===== src/inc/ssl_pkg.sv =====
// Function
// - Both ends initialized before any data word
// - Serial output high impedance until initialized
// - Sync pattern: six ones, six zeros
// - Request over 6 cycles sends 1026 syncs
// - Input edges start receive clock acquisition
// - Lock status high hunting, low locked
// - Locked: parallel word, clock follow input
// - Lock possible on random data; code counts only single-boundary words toward lock
// - Multi-transition pattern blocks lock indication
// - Lock after four same boundary words
// - Locked ignores multi-transitions if boundary holds
// - Four boundary misses drop lock, rehunt
// - Unlocked: status high, outputs high impedance
// - Frame: start bit high, stop low
// - Twelve bits per word clock period
// - Parallel input ignored during sync burst
package ssl_pkg;
    // ------------------------------------------------------------
    // Timing
    // ------------------------------------------------------------
    localparam int CLK_PERIOD_NS = 4;
    localparam int RX_INIT_NS = 400;
    localparam logic [6:0] RX_INIT_CYC = 7'((RX_INIT_NS + CLK_PERIOD_NS - 1) / CLK_PERIOD_NS);
    localparam logic [4:0] TX_INIT_EDGES = 5'h10;
    // ------------------------------------------------------------
    // Line coding
    // ------------------------------------------------------------
    localparam logic [3:0] FRAME_BITS = 4'hc;
    localparam logic [3:0] RCLK_HIGH = 4'h6;
    localparam logic START_BIT = 1'b1;
    localparam logic STOP_BIT = 1'b0;
    localparam logic [9:0] SYNC_DATA = 10'h01f;
    localparam logic [2:0] SYNC_MIN_WORDS = 3'h6;
    localparam logic [2:0] REQ_SAT = 3'h7;
    localparam logic [10:0] SYNC_BURST_WORDS = 11'h402;
    localparam logic [2:0] BOUNDARY_RUN = 3'h4;
    // ------------------------------------------------------------
    // Register map
    // ------------------------------------------------------------
    localparam logic [3:0] REG_CTRL = 4'h0;
    localparam logic [3:0] REG_STATUS = 4'h4;
    localparam logic [3:0] REG_RXWORD = 4'h8;
    localparam int CTRL_SYNC = 0;
    localparam int CTRL_TXEN = 1;
    localparam logic CTRL_TXEN_RST = 1'b1;
    localparam int ST_TX_READY = 0;
    localparam int ST_BURST = 1;
    localparam int ST_LOCKED = 2;
    localparam int ST_RMT = 3;
    localparam int ST_RX_READY = 4;
    localparam logic [1:0] RESP_OKAY = 2'h0;
    localparam logic [1:0] RESP_SLVERR = 2'h2;
    // ------------------------------------------------------------
    // Types
    // ------------------------------------------------------------
    typedef enum logic [1:0] {RX_INIT, RX_IDLE, RX_HUNT, RX_LOCK} ssl_rx_state_type;
    typedef struct packed {
        logic ready;
        logic oe;
        logic lock_n;
        logic repetitive_transition_pattern;
        logic rclk;
        logic [9:0] word;
    } ssl_rx_type;
    typedef struct packed {
        logic wclk;
        logic req_a;
        logic req_b;
        logic ser;
        logic [9:0] din;
    } ssl_pins_type;
endpackage


===== src/rtl/ssl_rx.sv =====
`timescale 1ns/1ns
module ssl_rx (
    input wire logic aclk,
    input wire logic aresetn,
    input wire logic serial_in,
    output ssl_pkg::ssl_rx_type status
);
    ssl_pkg::ssl_rx_state_type state, next_state;
    ssl_pkg::ssl_rx_type next_status;
    logic [3:0] ph, next_ph, pos, next_pos, idx, nrise, sp, rel, last;
    logic [11:0] win, next_win, w, rise;
    logic [9:0] dsh, next_dsh;
    logic [2:0] cnt, next_cnt;
    logic [6:0] init, next_init;
    logic prev, next_prev, hit;

    // ------------------------------------------------------------
    // Boundary search
    // ------------------------------------------------------------
    // Current word window, newest sample in its phase slot
    always_comb begin
        w = win;
        w[ph] = serial_in;
    end
    // Stop low followed by start high, one detector per phase
    for (genvar i = 0; i < ssl_pkg::FRAME_BITS; i++) begin : g_rise
        assign rise[i] = !w[i] && w[(i + 1) % ssl_pkg::FRAME_BITS];
    end
    always_comb begin
        last = ssl_pkg::FRAME_BITS - 4'h1;
        nrise = 4'($countones(rise));
        idx = 4'h0;
        for (int i = 11; i >= 0; i--) begin
            if (rise[i]) begin
                idx = 4'(i);
            end
        end
        hit = rise[pos];
        sp = (pos == last) ? 4'h0 : pos + 4'h1;
        rel = (ph >= sp) ? ph - sp : ph - sp + ssl_pkg::FRAME_BITS;
    end

    // ------------------------------------------------------------
    // Lock state machine and outputs
    // ------------------------------------------------------------
    always_comb begin
        next_state = state;
        next_pos = pos;
        next_cnt = cnt;
        next_init = init;
        next_win = w;
        next_prev = serial_in;
        next_dsh = dsh;
        next_ph = (ph == last) ? 4'h0 : ph + 4'h1;
        next_status = status;
        case (state)
            ssl_pkg::RX_INIT: begin
                // Reference clock must run to leave here
                next_init = init + 7'h1;
                if (init == ssl_pkg::RX_INIT_CYC - 7'h1) begin
                    next_state = ssl_pkg::RX_IDLE;
                end
            end
            ssl_pkg::RX_IDLE: begin
                if (serial_in != prev) begin
                    next_state = ssl_pkg::RX_HUNT;
                    next_cnt = 3'h0;
                end
            end
            ssl_pkg::RX_HUNT: begin
                // Only single-boundary words, such as sync words, count; others restart the run
                if (ph == last) begin
                    if (nrise == 4'h1) begin
                        next_pos = idx;
                        next_cnt = (cnt != 3'h0 && idx == pos) ? cnt + 3'h1 : 3'h1;
                        if (idx == pos && cnt == ssl_pkg::BOUNDARY_RUN - 3'h1) begin
                            next_state = ssl_pkg::RX_LOCK;
                            next_cnt = 3'h0;
                        end
                    end else begin
                        next_cnt = 3'h0;
                    end
                end
            end
            ssl_pkg::RX_LOCK: begin
                // Extra transitions do not matter while boundary holds
                if (ph == last) begin
                    next_cnt = hit ? 3'h0 : cnt + 3'h1;
                    if (!hit && cnt == ssl_pkg::BOUNDARY_RUN - 3'h1) begin
                        next_state = ssl_pkg::RX_HUNT;
                        next_cnt = 3'h0;
                    end
                end
                if (rel != 4'h0 && rel != last) begin
                    next_dsh[rel - 4'h1] = serial_in;
                end
            end
            default: begin
                next_state = ssl_pkg::RX_INIT;
            end
        endcase
        if (ph == last) begin
            next_status.repetitive_transition_pattern = nrise > 4'h1;
        end
        next_status.ready = next_state != ssl_pkg::RX_INIT;
        next_status.oe = next_state == ssl_pkg::RX_LOCK;
        next_status.lock_n = next_state != ssl_pkg::RX_LOCK;
        if (next_state == ssl_pkg::RX_LOCK) begin
            // Word changes with clock low, stable at its rise
            next_status.rclk = rel < ssl_pkg::RCLK_HIGH;
            if (rel == last) begin
                next_status.word = dsh;
            end
        end else begin
            next_status.rclk = 1'b0;
            next_status.word = 10'h000;
        end
    end

    always_ff @(posedge aclk) begin
        if (!aresetn) begin
            state <= ssl_pkg::RX_INIT;
            pos <= 4'h0;
            cnt <= 3'h0;
            init <= 7'h00;
            win <= 12'h000;
            prev <= 1'b0;
            dsh <= 10'h000;
            ph <= 4'h0;
            status <= '0;
            status.lock_n <= 1'b1;
        end else begin
            state <= next_state;
            pos <= next_pos;
            cnt <= next_cnt;
            init <= next_init;
            win <= next_win;
            prev <= next_prev;
            dsh <= next_dsh;
            ph <= next_ph;
            status <= next_status;
        end
    end
endmodule // ssl_rx


===== src/rtl/ssl_top.sv =====
`timescale 1ns/1ns
module ssl_top (
    input wire logic aclk,
    input wire logic aresetn,
    input wire logic [3:0] s_axi_awaddr,
    input wire logic s_axi_awvalid,
    output logic s_axi_awready,
    input wire logic [31:0] s_axi_wdata,
    input wire logic [3:0] s_axi_wstrb,
    input wire logic s_axi_wvalid,
    output logic s_axi_wready,
    output logic [1:0] s_axi_bresp,
    output logic s_axi_bvalid,
    input wire logic s_axi_bready,
    input wire logic [3:0] s_axi_araddr,
    input wire logic s_axi_arvalid,
    output logic s_axi_arready,
    output logic [31:0] s_axi_rdata,
    output logic [1:0] s_axi_rresp,
    output logic s_axi_rvalid,
    input wire logic s_axi_rready,
    input wire logic transmit_word_clock,
    input wire logic [9:0] parallel_in_word,
    input wire logic sync_request_a,
    input wire logic sync_request_b,
    output logic serial_out,
    output logic serial_out_en,
    input wire logic serial_in,
    output logic [9:0] parallel_out_word,
    output logic parallel_out_en,
    output logic recovered_clock,
    output logic link_lock_n
);
    ssl_pkg::ssl_pins_type meta, pins;
    ssl_pkg::ssl_rx_type rx;
    logic wclk_prev, next_wclk_prev, tick, req;
    logic tx_ready, next_tx_ready, pending, next_pending;
    logic [4:0] tx_edges, next_tx_edges;
    logic [2:0] req_cnt, next_req_cnt;
    logic [10:0] burst_left, next_burst_left, tx_sh, next_tx_sh;
    logic next_serial_out, next_serial_out_en;
    logic aw_have, next_aw_have, w_have, next_w_have, do_wr, sw_sync;
    logic [3:0] wr_addr, next_wr_addr;
    logic [31:0] wr_data, next_wr_data, rd_word;
    logic wr_strb0, next_wr_strb0;
    logic txen, next_txen;
    logic next_awready, next_wready, next_bvalid, next_arready, next_rvalid;
    logic [1:0] next_bresp, next_rresp, rd_resp;
    logic [31:0] next_rdata;

    // ------------------------------------------------------------
    // Pin synchronisers
    // ------------------------------------------------------------
    // Two stages; only the second stage feeds any logic
    always_ff @(posedge aclk) begin
        if (!aresetn) begin
            meta <= '0;
            pins <= '0;
        end else begin
            meta <= '{wclk: transmit_word_clock, req_a: sync_request_a, req_b: sync_request_b,
                      ser: serial_in, din: parallel_in_word};
            pins <= meta;
        end
    end

    // ------------------------------------------------------------
    // Deserializer
    // ------------------------------------------------------------
    ssl_rx u_rx (
        .aclk(aclk),
        .aresetn(aresetn),
        .serial_in(pins.ser),
        .status(rx)
    );

    // Receive pins come straight from receiver flops
    assign parallel_out_word = rx.word;
    assign parallel_out_en = rx.oe;
    assign recovered_clock = rx.rclk;
    assign link_lock_n = rx.lock_n;

    // ------------------------------------------------------------
    // Serializer
    // ------------------------------------------------------------
    // Rising word clock edge marks a new frame
    assign tick = pins.wclk && !wclk_prev;
    assign req = pins.req_a || pins.req_b;

    always_comb begin
        next_wclk_prev = pins.wclk;
        next_tx_edges = tx_edges;
        next_tx_ready = tx_ready;
        next_req_cnt = req ? req_cnt : 3'h0;
        next_pending = pending;
        next_burst_left = burst_left;
        // One bit per system clock, twelve per word period
        next_tx_sh = {1'b0, tx_sh[10:1]};
        next_serial_out = tx_sh[0];
        // Driver stays off until the word clock has settled
        next_serial_out_en = tx_ready && txen;
        if (tick) begin
            if (!tx_ready) begin
                if (tx_edges == ssl_pkg::TX_INIT_EDGES - 5'h01) begin
                    next_tx_ready = 1'b1;
                end else begin
                    next_tx_edges = tx_edges + 5'h01;
                end
            end
            if (req && req_cnt != ssl_pkg::REQ_SAT) begin
                next_req_cnt = req_cnt + 3'h1;
            end
            // Start high, data low bit first, stop low
            next_serial_out = ssl_pkg::START_BIT;
            if (burst_left != 11'h000) begin
                next_tx_sh = {ssl_pkg::STOP_BIT, ssl_pkg::SYNC_DATA};
            end else begin
                next_tx_sh = {ssl_pkg::STOP_BIT, pins.din};
            end
            // Queued or still-held request restarts only at burst end
            if (burst_left > 11'h001) begin
                next_burst_left = burst_left - 11'h001;
            end else if (pending || req_cnt == ssl_pkg::REQ_SAT) begin
                next_burst_left = ssl_pkg::SYNC_BURST_WORDS;
                next_pending = 1'b0;
            end else begin
                next_burst_left = 11'h000;
            end
        end
        // Arming wins over consuming in the same cycle
        if (sw_sync || (tick && req && req_cnt == ssl_pkg::SYNC_MIN_WORDS)) begin
            next_pending = 1'b1;
        end
    end

    always_ff @(posedge aclk) begin
        if (!aresetn) begin
            wclk_prev <= 1'b0;
            tx_edges <= 5'h00;
            tx_ready <= 1'b0;
            req_cnt <= 3'h0;
            pending <= 1'b0;
            burst_left <= 11'h000;
            tx_sh <= 11'h000;
            serial_out <= 1'b0;
            serial_out_en <= 1'b0;
        end else begin
            wclk_prev <= next_wclk_prev;
            tx_edges <= next_tx_edges;
            tx_ready <= next_tx_ready;
            req_cnt <= next_req_cnt;
            pending <= next_pending;
            burst_left <= next_burst_left;
            tx_sh <= next_tx_sh;
            serial_out <= next_serial_out;
            serial_out_en <= next_serial_out_en;
        end
    end

    // ------------------------------------------------------------
    // AXI4-Lite slave
    // ------------------------------------------------------------
    // Write executes once address and data are both held
    assign do_wr = aw_have && w_have && !s_axi_bvalid;
    assign sw_sync = do_wr && wr_addr == ssl_pkg::REG_CTRL && wr_strb0 && wr_data[ssl_pkg::CTRL_SYNC];

    // Read decode; unmapped offsets answer with an error
    always_comb begin
        rd_word = 32'h0000_0000;
        rd_resp = ssl_pkg::RESP_OKAY;
        case ({s_axi_araddr[3:2], 2'b00})
            ssl_pkg::REG_CTRL: begin
                rd_word[ssl_pkg::CTRL_TXEN] = txen;
            end
            ssl_pkg::REG_STATUS: begin
                rd_word[ssl_pkg::ST_TX_READY] = tx_ready;
                rd_word[ssl_pkg::ST_BURST] = burst_left != 11'h000;
                rd_word[ssl_pkg::ST_LOCKED] = rx.oe;
                rd_word[ssl_pkg::ST_RMT] = rx.repetitive_transition_pattern;
                rd_word[ssl_pkg::ST_RX_READY] = rx.ready;
            end
            ssl_pkg::REG_RXWORD: begin
                rd_word[9:0] = rx.word;
            end
            default: begin
                rd_resp = ssl_pkg::RESP_SLVERR;
            end
        endcase
    end

    always_comb begin
        next_aw_have = aw_have || (s_axi_awvalid && s_axi_awready);
        next_w_have = w_have || (s_axi_wvalid && s_axi_wready);
        next_wr_addr = (s_axi_awvalid && s_axi_awready) ? {s_axi_awaddr[3:2], 2'b00} : wr_addr;
        next_wr_data = (s_axi_wvalid && s_axi_wready) ? s_axi_wdata : wr_data;
        next_wr_strb0 = (s_axi_wvalid && s_axi_wready) ? s_axi_wstrb[0] : wr_strb0;
        next_txen = txen;
        next_bresp = s_axi_bresp;
        next_bvalid = s_axi_bvalid && !s_axi_bready;
        if (do_wr) begin
            next_aw_have = 1'b0;
            next_w_have = 1'b0;
            next_bvalid = 1'b1;
            case (wr_addr)
                ssl_pkg::REG_CTRL: begin
                    next_bresp = ssl_pkg::RESP_OKAY;
                    if (wr_strb0) begin
                        next_txen = wr_data[ssl_pkg::CTRL_TXEN];
                    end
                end
                ssl_pkg::REG_STATUS, ssl_pkg::REG_RXWORD: begin
                    next_bresp = ssl_pkg::RESP_OKAY;
                end
                default: begin
                    next_bresp = ssl_pkg::RESP_SLVERR;
                end
            endcase
        end
        next_awready = !next_aw_have;
        next_wready = !next_w_have;
        // One read in flight; address taken only while no answer pends
        next_rdata = s_axi_rdata;
        next_rresp = s_axi_rresp;
        next_rvalid = s_axi_rvalid && !s_axi_rready;
        if (s_axi_arvalid && s_axi_arready) begin
            next_rvalid = 1'b1;
            next_rdata = rd_word;
            next_rresp = rd_resp;
        end
        next_arready = !next_rvalid;
    end

    always_ff @(posedge aclk) begin
        if (!aresetn) begin
            aw_have <= 1'b0;
            w_have <= 1'b0;
            wr_addr <= 4'h0;
            wr_data <= 32'h0000_0000;
            wr_strb0 <= 1'b0;
            txen <= ssl_pkg::CTRL_TXEN_RST;
            s_axi_awready <= 1'b0;
            s_axi_wready <= 1'b0;
            s_axi_bvalid <= 1'b0;
            s_axi_bresp <= ssl_pkg::RESP_OKAY;
            s_axi_arready <= 1'b0;
            s_axi_rvalid <= 1'b0;
            s_axi_rresp <= ssl_pkg::RESP_OKAY;
            s_axi_rdata <= 32'h0000_0000;
        end else begin
            aw_have <= next_aw_have;
            w_have <= next_w_have;
            wr_addr <= next_wr_addr;
            wr_data <= next_wr_data;
            wr_strb0 <= next_wr_strb0;
            txen <= next_txen;
            s_axi_awready <= next_awready;
            s_axi_wready <= next_wready;
            s_axi_bvalid <= next_bvalid;
            s_axi_bresp <= next_bresp;
            s_axi_arready <= next_arready;
            s_axi_rvalid <= next_rvalid;
            s_axi_rresp <= next_rresp;
            s_axi_rdata <= next_rdata;
        end
    end
endmodule // ssl_top

===== config.mk =====
export PLATFORM = sky130hd
export DESIGN_NAME = ssl_top
export DESIGN_NICKNAME = d
export VERILOG_FILES = /design/src/inc/ssl_pkg.sv /design/src/rtl/ssl_rx.sv /design/src/rtl/ssl_top.sv
export SDC_FILE = /design/constraint.sdc
export NUM_CORES = 1
export LEC_CHECK = 0
export BUFFER_PORTS_ARGS = -buffer_cell sky130_fd_sc_hd__buf_2
export CORE_UTILIZATION = 45
export CTS_CLUSTER_DIAMETER = 150
export CTS_CLUSTER_SIZE = 10
export DETAILED_ROUTE_END_ITERATION = 10
export PLACE_DENSITY = 0.73
export SLEW_MARGIN = 20
export SYNTH_ARGS = -nofsm -noshare
export SYNTH_HDL_FRONTEND = slang
export SYNTH_SLANG_ARGS = --single-unit

===== constraint.sdc =====
create_clock -name aclk -period 9.1 [get_ports aclk]
set_input_delay 1.82 -clock aclk [delete_from_list [all_inputs] [get_ports aclk]]
set_output_delay 1.82 -clock aclk [all_outputs]
set_load 0.1 [all_outputs]

==> results.sh, run 1 <==
export IMPL_status="completed"
export IMPL_cts_resized=0
export IMPL_slew_violations=0
export IMPL_initial_core_util=0.466
export IMPL_drc_errors=0
export IMPL_die_height_microns=128
export IMPL_critPathRequiredTime_ns=9.37
export IMPL_min_period_ns=6.41
export IMPL_fin_nets=925
export IMPL_crit_path_end_kind="flip-flop"
export IMPL_area_delta_synth_final_pct=12.7
export IMPL_synth_edf_count=0
export IMPL_path_cells="ha_1 > nor3b_1 > mux2i_1 > mux2_2 > inv_1 > fa_1 > fa_1 > inv_1 > fa_1 > ha_1 > fa_1 > nor3_1 > a31o_2 > nand4_1 > nor2_1 > a41oi_2 > nand2b_1"
export IMPL_drt_total_wl_microns=13500
export IMPL_async_reset_ff_frac=0
export IMPL_cts_tree="done"
export IMPL_worst_slack_ns=2.69
export IMPL_post_route_period_util=0.704
export IMPL_cpMostUsedCell="fa_1"
export IMPL_die_width_microns=128
export IMPL_final_hold_viol_count=0
export IMPL_slowest_delay_ns=0.55
export IMPL_clockRootBuffer="clkbuf_16"
export IMPL_grt_max_degree=77
export IMPL_finalSetupTns_ns=0
export IMPL_synth_xor_area_frac=0.0319
export IMPL_coreArea_sq_mm=0.0153
export IMPL_cp_start_kind="flip-flop"
export IMPL_drt_antenna_violating_nets=0
export IMPL_final_cell_mix="145 x dfxtp_1, 89 x nor2_1, 59 x buf_2, 56 x nand2_1, 49 x a21oi_1"
export IMPL_synth_compound_area_frac=0.107
export IMPL_dp_cells=1016
export IMPL_max_cap_violations=0
export IMPL_yosysSeqAreaShare=0.407
export IMPL_stdcell_count=1048
export IMPL_clock_skew_ns=0.0102
export IMPL_portBuffers=59
export IMPL_slew_headroom=0.342
export IMPL_h_tree_depth=4
export IMPL_syn_area_sq_mm=0.00713
export IMPL_yosys_area_share_simple=0.228
export IMPL_worstMarginPinSlew_ns=0.979
export IMPL_ir_worst_vdd_mv=0.175
export IMPL_path_class="flip-flop to flip-flop"
export IMPL_critPathArrivalTime_ns=6.68
export IMPL_cts_setup_buffers=0
export IMPL_synthAdderAreaFrac=0.0716
export IMPL_dp_worst_setup_slack_ns=2.72
export IMPL_power_density_mw_per_mm2=194
export IMPL_fmax_ghz=0.156
export IMPL_synth_cells=776
export IMPL_ys_warn_count=0
export IMPL_ys_ff_latch=145
export IMPL_setup_violations=0
export IMPL_antenna_found_initial=0
export IMPL_mostFrequentLayoutCell="dfxtp_1"
export IMPL_die_area_sq_mm=0.0164
export IMPL_hold_ws_ns=0.427
export IMPL_wl_per_cell_microns=12.8
export IMPL_via_count=5406
export IMPL_drt_initial_drc_count=297
export IMPL_synth_area_mux_share=0.0870
export IMPL_cpMaxStageDelayCell="nor3b_1"
export IMPL_worstSkewPairLatency_ns=0.42
export IMPL_grt_pass1_vias=4964
export IMPL_clockBufferDepth=2
export IMPL_rsz0062_at_grt="no"
export IMPL_path_clk_slew_ns=0.07
export IMPL_antennaDiodeCount=0
export IMPL_hp_class="flip-flop to flip-flop"
export IMPL_grt_use_total=0.174
export IMPL_avgSynthCellArea_sq_um=9.19
export IMPL_io_pins=121
export IMPL_synth_cell_types=65
export IMPL_via_per_inst=5.16
export IMPL_dp_hpwl_microns=9150
export IMPL_cts_buffers=17
export IMPL_grt_pass1_wl_microns=23000
export IMPL_synth_top_family_by_area="simple AND/OR/NAND/NOR gates"
export IMPL_path_max_fanout=14
export IMPL_gp_congestion=0.833
export IMPL_rows=45
export IMPL_drive_above_1_share=0.162
export IMPL_dr_pass1_iters=5
export IMPL_power_leakage_nw=3.34
export IMPL_ctsHoldBuffers=0
export IMPL_synth_flop_cell="dfxtp_1"
export IMPL_grt_overflow_total=0
export IMPL_clkSinkCount=145
-- stage by stage --
stage,power (W),utilization,cell area (sq um)
after global routing,0.00163,0.525,8040
after detailed placement,0.000900,0.486,7450
after global placement,0.000894,0.486,7450
after CTS,0.00158,0.525,8040
after floorplan,0.000869,-,7240
final,0.00156,0.525,8040
-- metal layers --
layer / vias up / wire length, microns / global-route usage
met1: 2574 / 6270 / 0.225
li1: 2725 / - / -
met5: - / 0 / 0
met3: 16 / 453 / 0.0338
met2: 91 / 6590 / 0.292
met4: 0 / 142 / 0.0602
-- synth_stat cells, drive strengths merged, types with 7 or more instances --
| cell type | n | area [sq um] |
|---|---|---|
| nand3 | 30 | 150 |
| nor3b | 19 | 183 |
| dfxtp | 145 | 2900 |
| o21ai | 17 | 85.1 |
| clkbuf | 23 | 86.3 |
| mux2i | 40 | 429 |
| nand2b | 10 | 62.6 |
| xor2 | 12 | 105 |
| mux2 | 11 | 124 |
| or3 | 7 | 43.8 |
| inv | 26 | 97.6 |
| nand2 | 56 | 210 |
| nor3 | 18 | 90.1 |
| ha | 28 | 350 |
| nor2 | 90 | 340 |
| xnor2 | 14 | 123 |
| a21oi | 49 | 245 |
| fa | 8 | 160 |
| and2 | 37 | 231 |
| nor2b | 7 | 43.8 |
| nand3b | 10 | 91.3 |
| buf | 40 | 297 |
| nand4 | 8 | 50.1 |
-- registers in the layout, indices dropped and copies added (netlist names), 7 cells and up --
| signal | cells |
|---|---|
| tx_sh | 10 |
| u_rx.init | 7 |
| meta | 14 |
| u_rx.win | 12 |
| burst_left | 11 |
| pins | 13 |
| s_axi_rdata | 10 |
| u_rx.dsh | 10 |
| u_rx.status | 15 |
-- worst max-delay path, delay by kind of cell (launching register included) --
kind                       cells  cell delay (ns)
buffers and inverters          2             0.14
adders and majority gates      6             2.38
muxes                          2             0.81
AOI/OAI and AO/OA              2             0.69
DFF                            1             0.45
and+or+nand+nor                5             1.78
-- kinds of logic (layout without fill, tap and decap cells) --
kind of cell | Yosys count | after routing
AO/OA/AOI/OAI | 114 | 114
other | 2 | 31
XOR/XNOR | 26 | 26
adder cells (fa/ha/maj) | 36 | 36
AND/OR/NAND/NOR | 310 | 310
buffers and inverters | 89 | 121
flip-flops | 145 | 145
multiplexers | 54 | 54
-- cell type report --
cell class / count / area (sq um)
multi-input cells: 571 / 3860
repair buffers: 63 / 325
fillers: 1410 / 7270
clock inverters: 15 / 166
flip-flops and latches: 145 / 2900
inverters: 26 / 97.6
clock buffers: 17 / 425
well taps: 211 / 264
-- power breakdown --
part / total (W) / switching (W) / internal (W)
Sequential: 0.000664 / 0.0000120 / 0.000652
Combinational: 0.000222 / 0.000155 / 0.0000671
Clock: 0.000677 / 0.000310 / 0.000367
-- final timing paths --
kind / endpoint / cells past startpoint / slack, ns / from
worst max register to register: u_rx.status[12] / 17 / 2.69 / u_rx.ph[1]
worst min-delay path: pins[3] / 1 / 0.43 / meta[3]
worst min register to register: pins[3] / 1 / 0.43 / meta[3]
worst max-delay path: u_rx.status[12] / 17 / 2.69 / u_rx.ph[1]
No activity file was read; power rests on OpenSTA's default activity.
==> run 2, diff against run 1 <==
==> constraint.sdc (replaced) <==
create_clock -name aclk -period 6.3 [get_ports aclk]
set_input_delay 1.26 -clock aclk [delete_from_list [all_inputs] [get_ports aclk]]
set_output_delay 1.26 -clock aclk [all_outputs]
set_load 0.1 [all_outputs]
==> results.sh, run 2 (synthesized netlist as in run 1, its figures left out) <==
export IMPL_clockRootBuffer="clkbuf_16"
export IMPL_drt_initial_drc_count=374
export IMPL_finalSetupTns_ns=0
export IMPL_dp_worst_setup_slack_ns=0.698
export IMPL_reg2reg_depth=18
export IMPL_final_cell_mix="145 x dfxtp_1, 89 x nor2_1, 59 x buf_2, 56 x nand2_1, 49 x a21oi_1"
export IMPL_path_clk_slew_ns=0.06
export IMPL_slew_headroom=0.340
export IMPL_worst_slack_ns=0.683
export IMPL_path_class="flip-flop to flip-flop"
export IMPL_dr_pass1_iters=5
export IMPL_critPathRequiredTime_ns=6.57
export IMPL_drt_total_wl_microns=13900
export IMPL_area_delta_synth_final_pct=13.0
export IMPL_status="completed"
export IMPL_die_width_microns=128
export IMPL_portBuffers=59
export IMPL_gp_congestion=0.820
export IMPL_crit_path_end_kind="flip-flop"
export IMPL_die_area_sq_mm=0.0164
export IMPL_setup_violations=0
export IMPL_ir_worst_vdd_mv=0.285
export IMPL_slew_violations=0
export IMPL_clkSinkCount=145
export IMPL_power_density_mw_per_mm2=280
export IMPL_grt_pass1_wl_microns=23100
export IMPL_min_period_ns=5.62
export IMPL_ctsHoldBuffers=0
export IMPL_worstSkewPairLatency_ns=0.42
export IMPL_cts_tree="done"
export IMPL_rows=45
export IMPL_dp_hpwl_microns=9340
export IMPL_largest_reg_flops=15
export IMPL_die_height_microns=128
export IMPL_drive_above_1_share=0.166
export IMPL_hp_class="flip-flop to flip-flop"
export IMPL_fmax_ghz=0.178
export IMPL_h_tree_depth=4
export IMPL_cts_resized=0
export IMPL_cts_setup_buffers=0
export IMPL_fin_nets=929
export IMPL_via_count=5379
export IMPL_power_total_w=0.00226
export IMPL_min_path_cells=1
export IMPL_r2r_start="u_rx.ph[1]"
export IMPL_initial_core_util=0.466
export IMPL_coreArea_sq_mm=0.0153
export IMPL_max_cap_violations=0
export IMPL_fin_util=0.526
export IMPL_grt_max_degree=77
export IMPL_wl_per_cell_microns=13.2
export IMPL_critPathLaunch="u_rx.ph[1]"
export IMPL_grt_use_total=0.177
export IMPL_regMostFlops="u_rx.status"
export IMPL_antennaDiodeCount=0
export IMPL_via_per_inst=5.11
export IMPL_clock_skew_ns=0.00599
export IMPL_final_hold_viol_count=0
export IMPL_io_pins=121
export IMPL_worstSetupEndpoint="u_rx.status[12]"
export IMPL_critPathArrivalTime_ns=5.88
export IMPL_r2r_end="u_rx.status[12]"
export IMPL_post_route_period_util=0.892
export IMPL_power_leakage_nw=3.36
export IMPL_worstMarginPinSlew_ns=0.983
export IMPL_antenna_found_initial=0
export IMPL_drt_antenna_violating_nets=0
export IMPL_grt_overflow_total=0
export IMPL_rsz0062_at_grt="no"
export IMPL_mostFrequentLayoutCell="dfxtp_1"
export IMPL_path_max_fanout=14
export IMPL_top_regs="u_rx.status (15), meta (14), pins (13)"
export IMPL_fillCellCount=1406
export IMPL_drc_errors=0
export IMPL_r2r_slack_ns=0.68
export IMPL_cts_buffers=17
export IMPL_grt_pass1_vias=4977
export IMPL_clockBufferDepth=2
export IMPL_cp_start_kind="flip-flop"
-- run 2: cell count changes in the layout (fill, tap and decap cells not counted), moves of 2 or more --
cell	change
buf_4	+4
clkbuf_8	+2
clkinv_2	+2
clkinv_4	+5
clkinv_8	-4
clkinvlp_4	-2
inv_8	-3
-- run 2: critical path, cell delays in order (launching register included) --
cell,delay (ns)
dfxtp_1,0.45
ha_1,0.29
nor3b_1,0.54
mux2i_1,0.41
mux2_2,0.42
inv_1,0.08
fa_1,0.44
fa_1,0.54
inv_1,0.05
fa_1,0.46
ha_1,0.24
fa_1,0.39
nor3_1,0.18
a31o_2,0.14
nand4_1,0.12
nor2_1,0.18
a41oi_2,0.14
buf_4,0.23
nand2b_1,0.16
-- run 2: worst min path at each step --
| stage | startpoint | slack, ns | to |
|---|---|---|---|
| after global routing | meta[5] | 0.45 | pins[5] |
| after detailed placement | meta[5] | 0.42 | pins[5] |
| after global placement | meta[13] | 0.41 | next_wclk_prev |
| final | meta[3] | 0.43 | pins[3] |
| after CTS | meta[3] | 0.43 | pins[3] |
| after floorplan | meta[13] | 0.41 | next_wclk_prev |
-- run 2: stage by stage --
| stage | instance area [sq um] | cells | hold slack [ns] |
|---|---|---|---|
| global placement | 7480 | 1020 | 0.414 |
| floorplan | 7240 | 805 | 0.412 |
| global route | 8060 | 1052 | 0.445 |
| detailed placement | 7480 | 1020 | 0.419 |
| finish | 8060 | 1052 | 0.433 |
| CTS | 8060 | 1052 | 0.435 |
-- run 2: final cells by class --
type	instances	area, sq um	area share
sequential	145	2900	0.360
clock buffer	19	453	0.0562
tap	211	264	0.0328
timing repair buffer	67	355	0.0441
inverter	26	97.6	0.0121
clock inverter	13	128	0.0158
multi-input combinational	571	3860	0.479
-- run 2: layer usage --
| metal | vias up | wire, microns | track usage |
|---|---|---|---|
| met5 | - | 0 | 0 |
| met4 | 0 | 127 | 0.0415 |
| met3 | 11 | 479 | 0.0484 |
| met2 | 91 | 6650 | 0.296 |
| met1 | 2551 | 6610 | 0.225 |
| li1 | 2726 | - | - |
-- run 2: power breakdown --
group	internal (W)	switching, W
Combinational	0.0000980	0.000223
Sequential	0.000943	0.0000190
Clock	0.000571	0.000407
Total	0.00161	0.000649
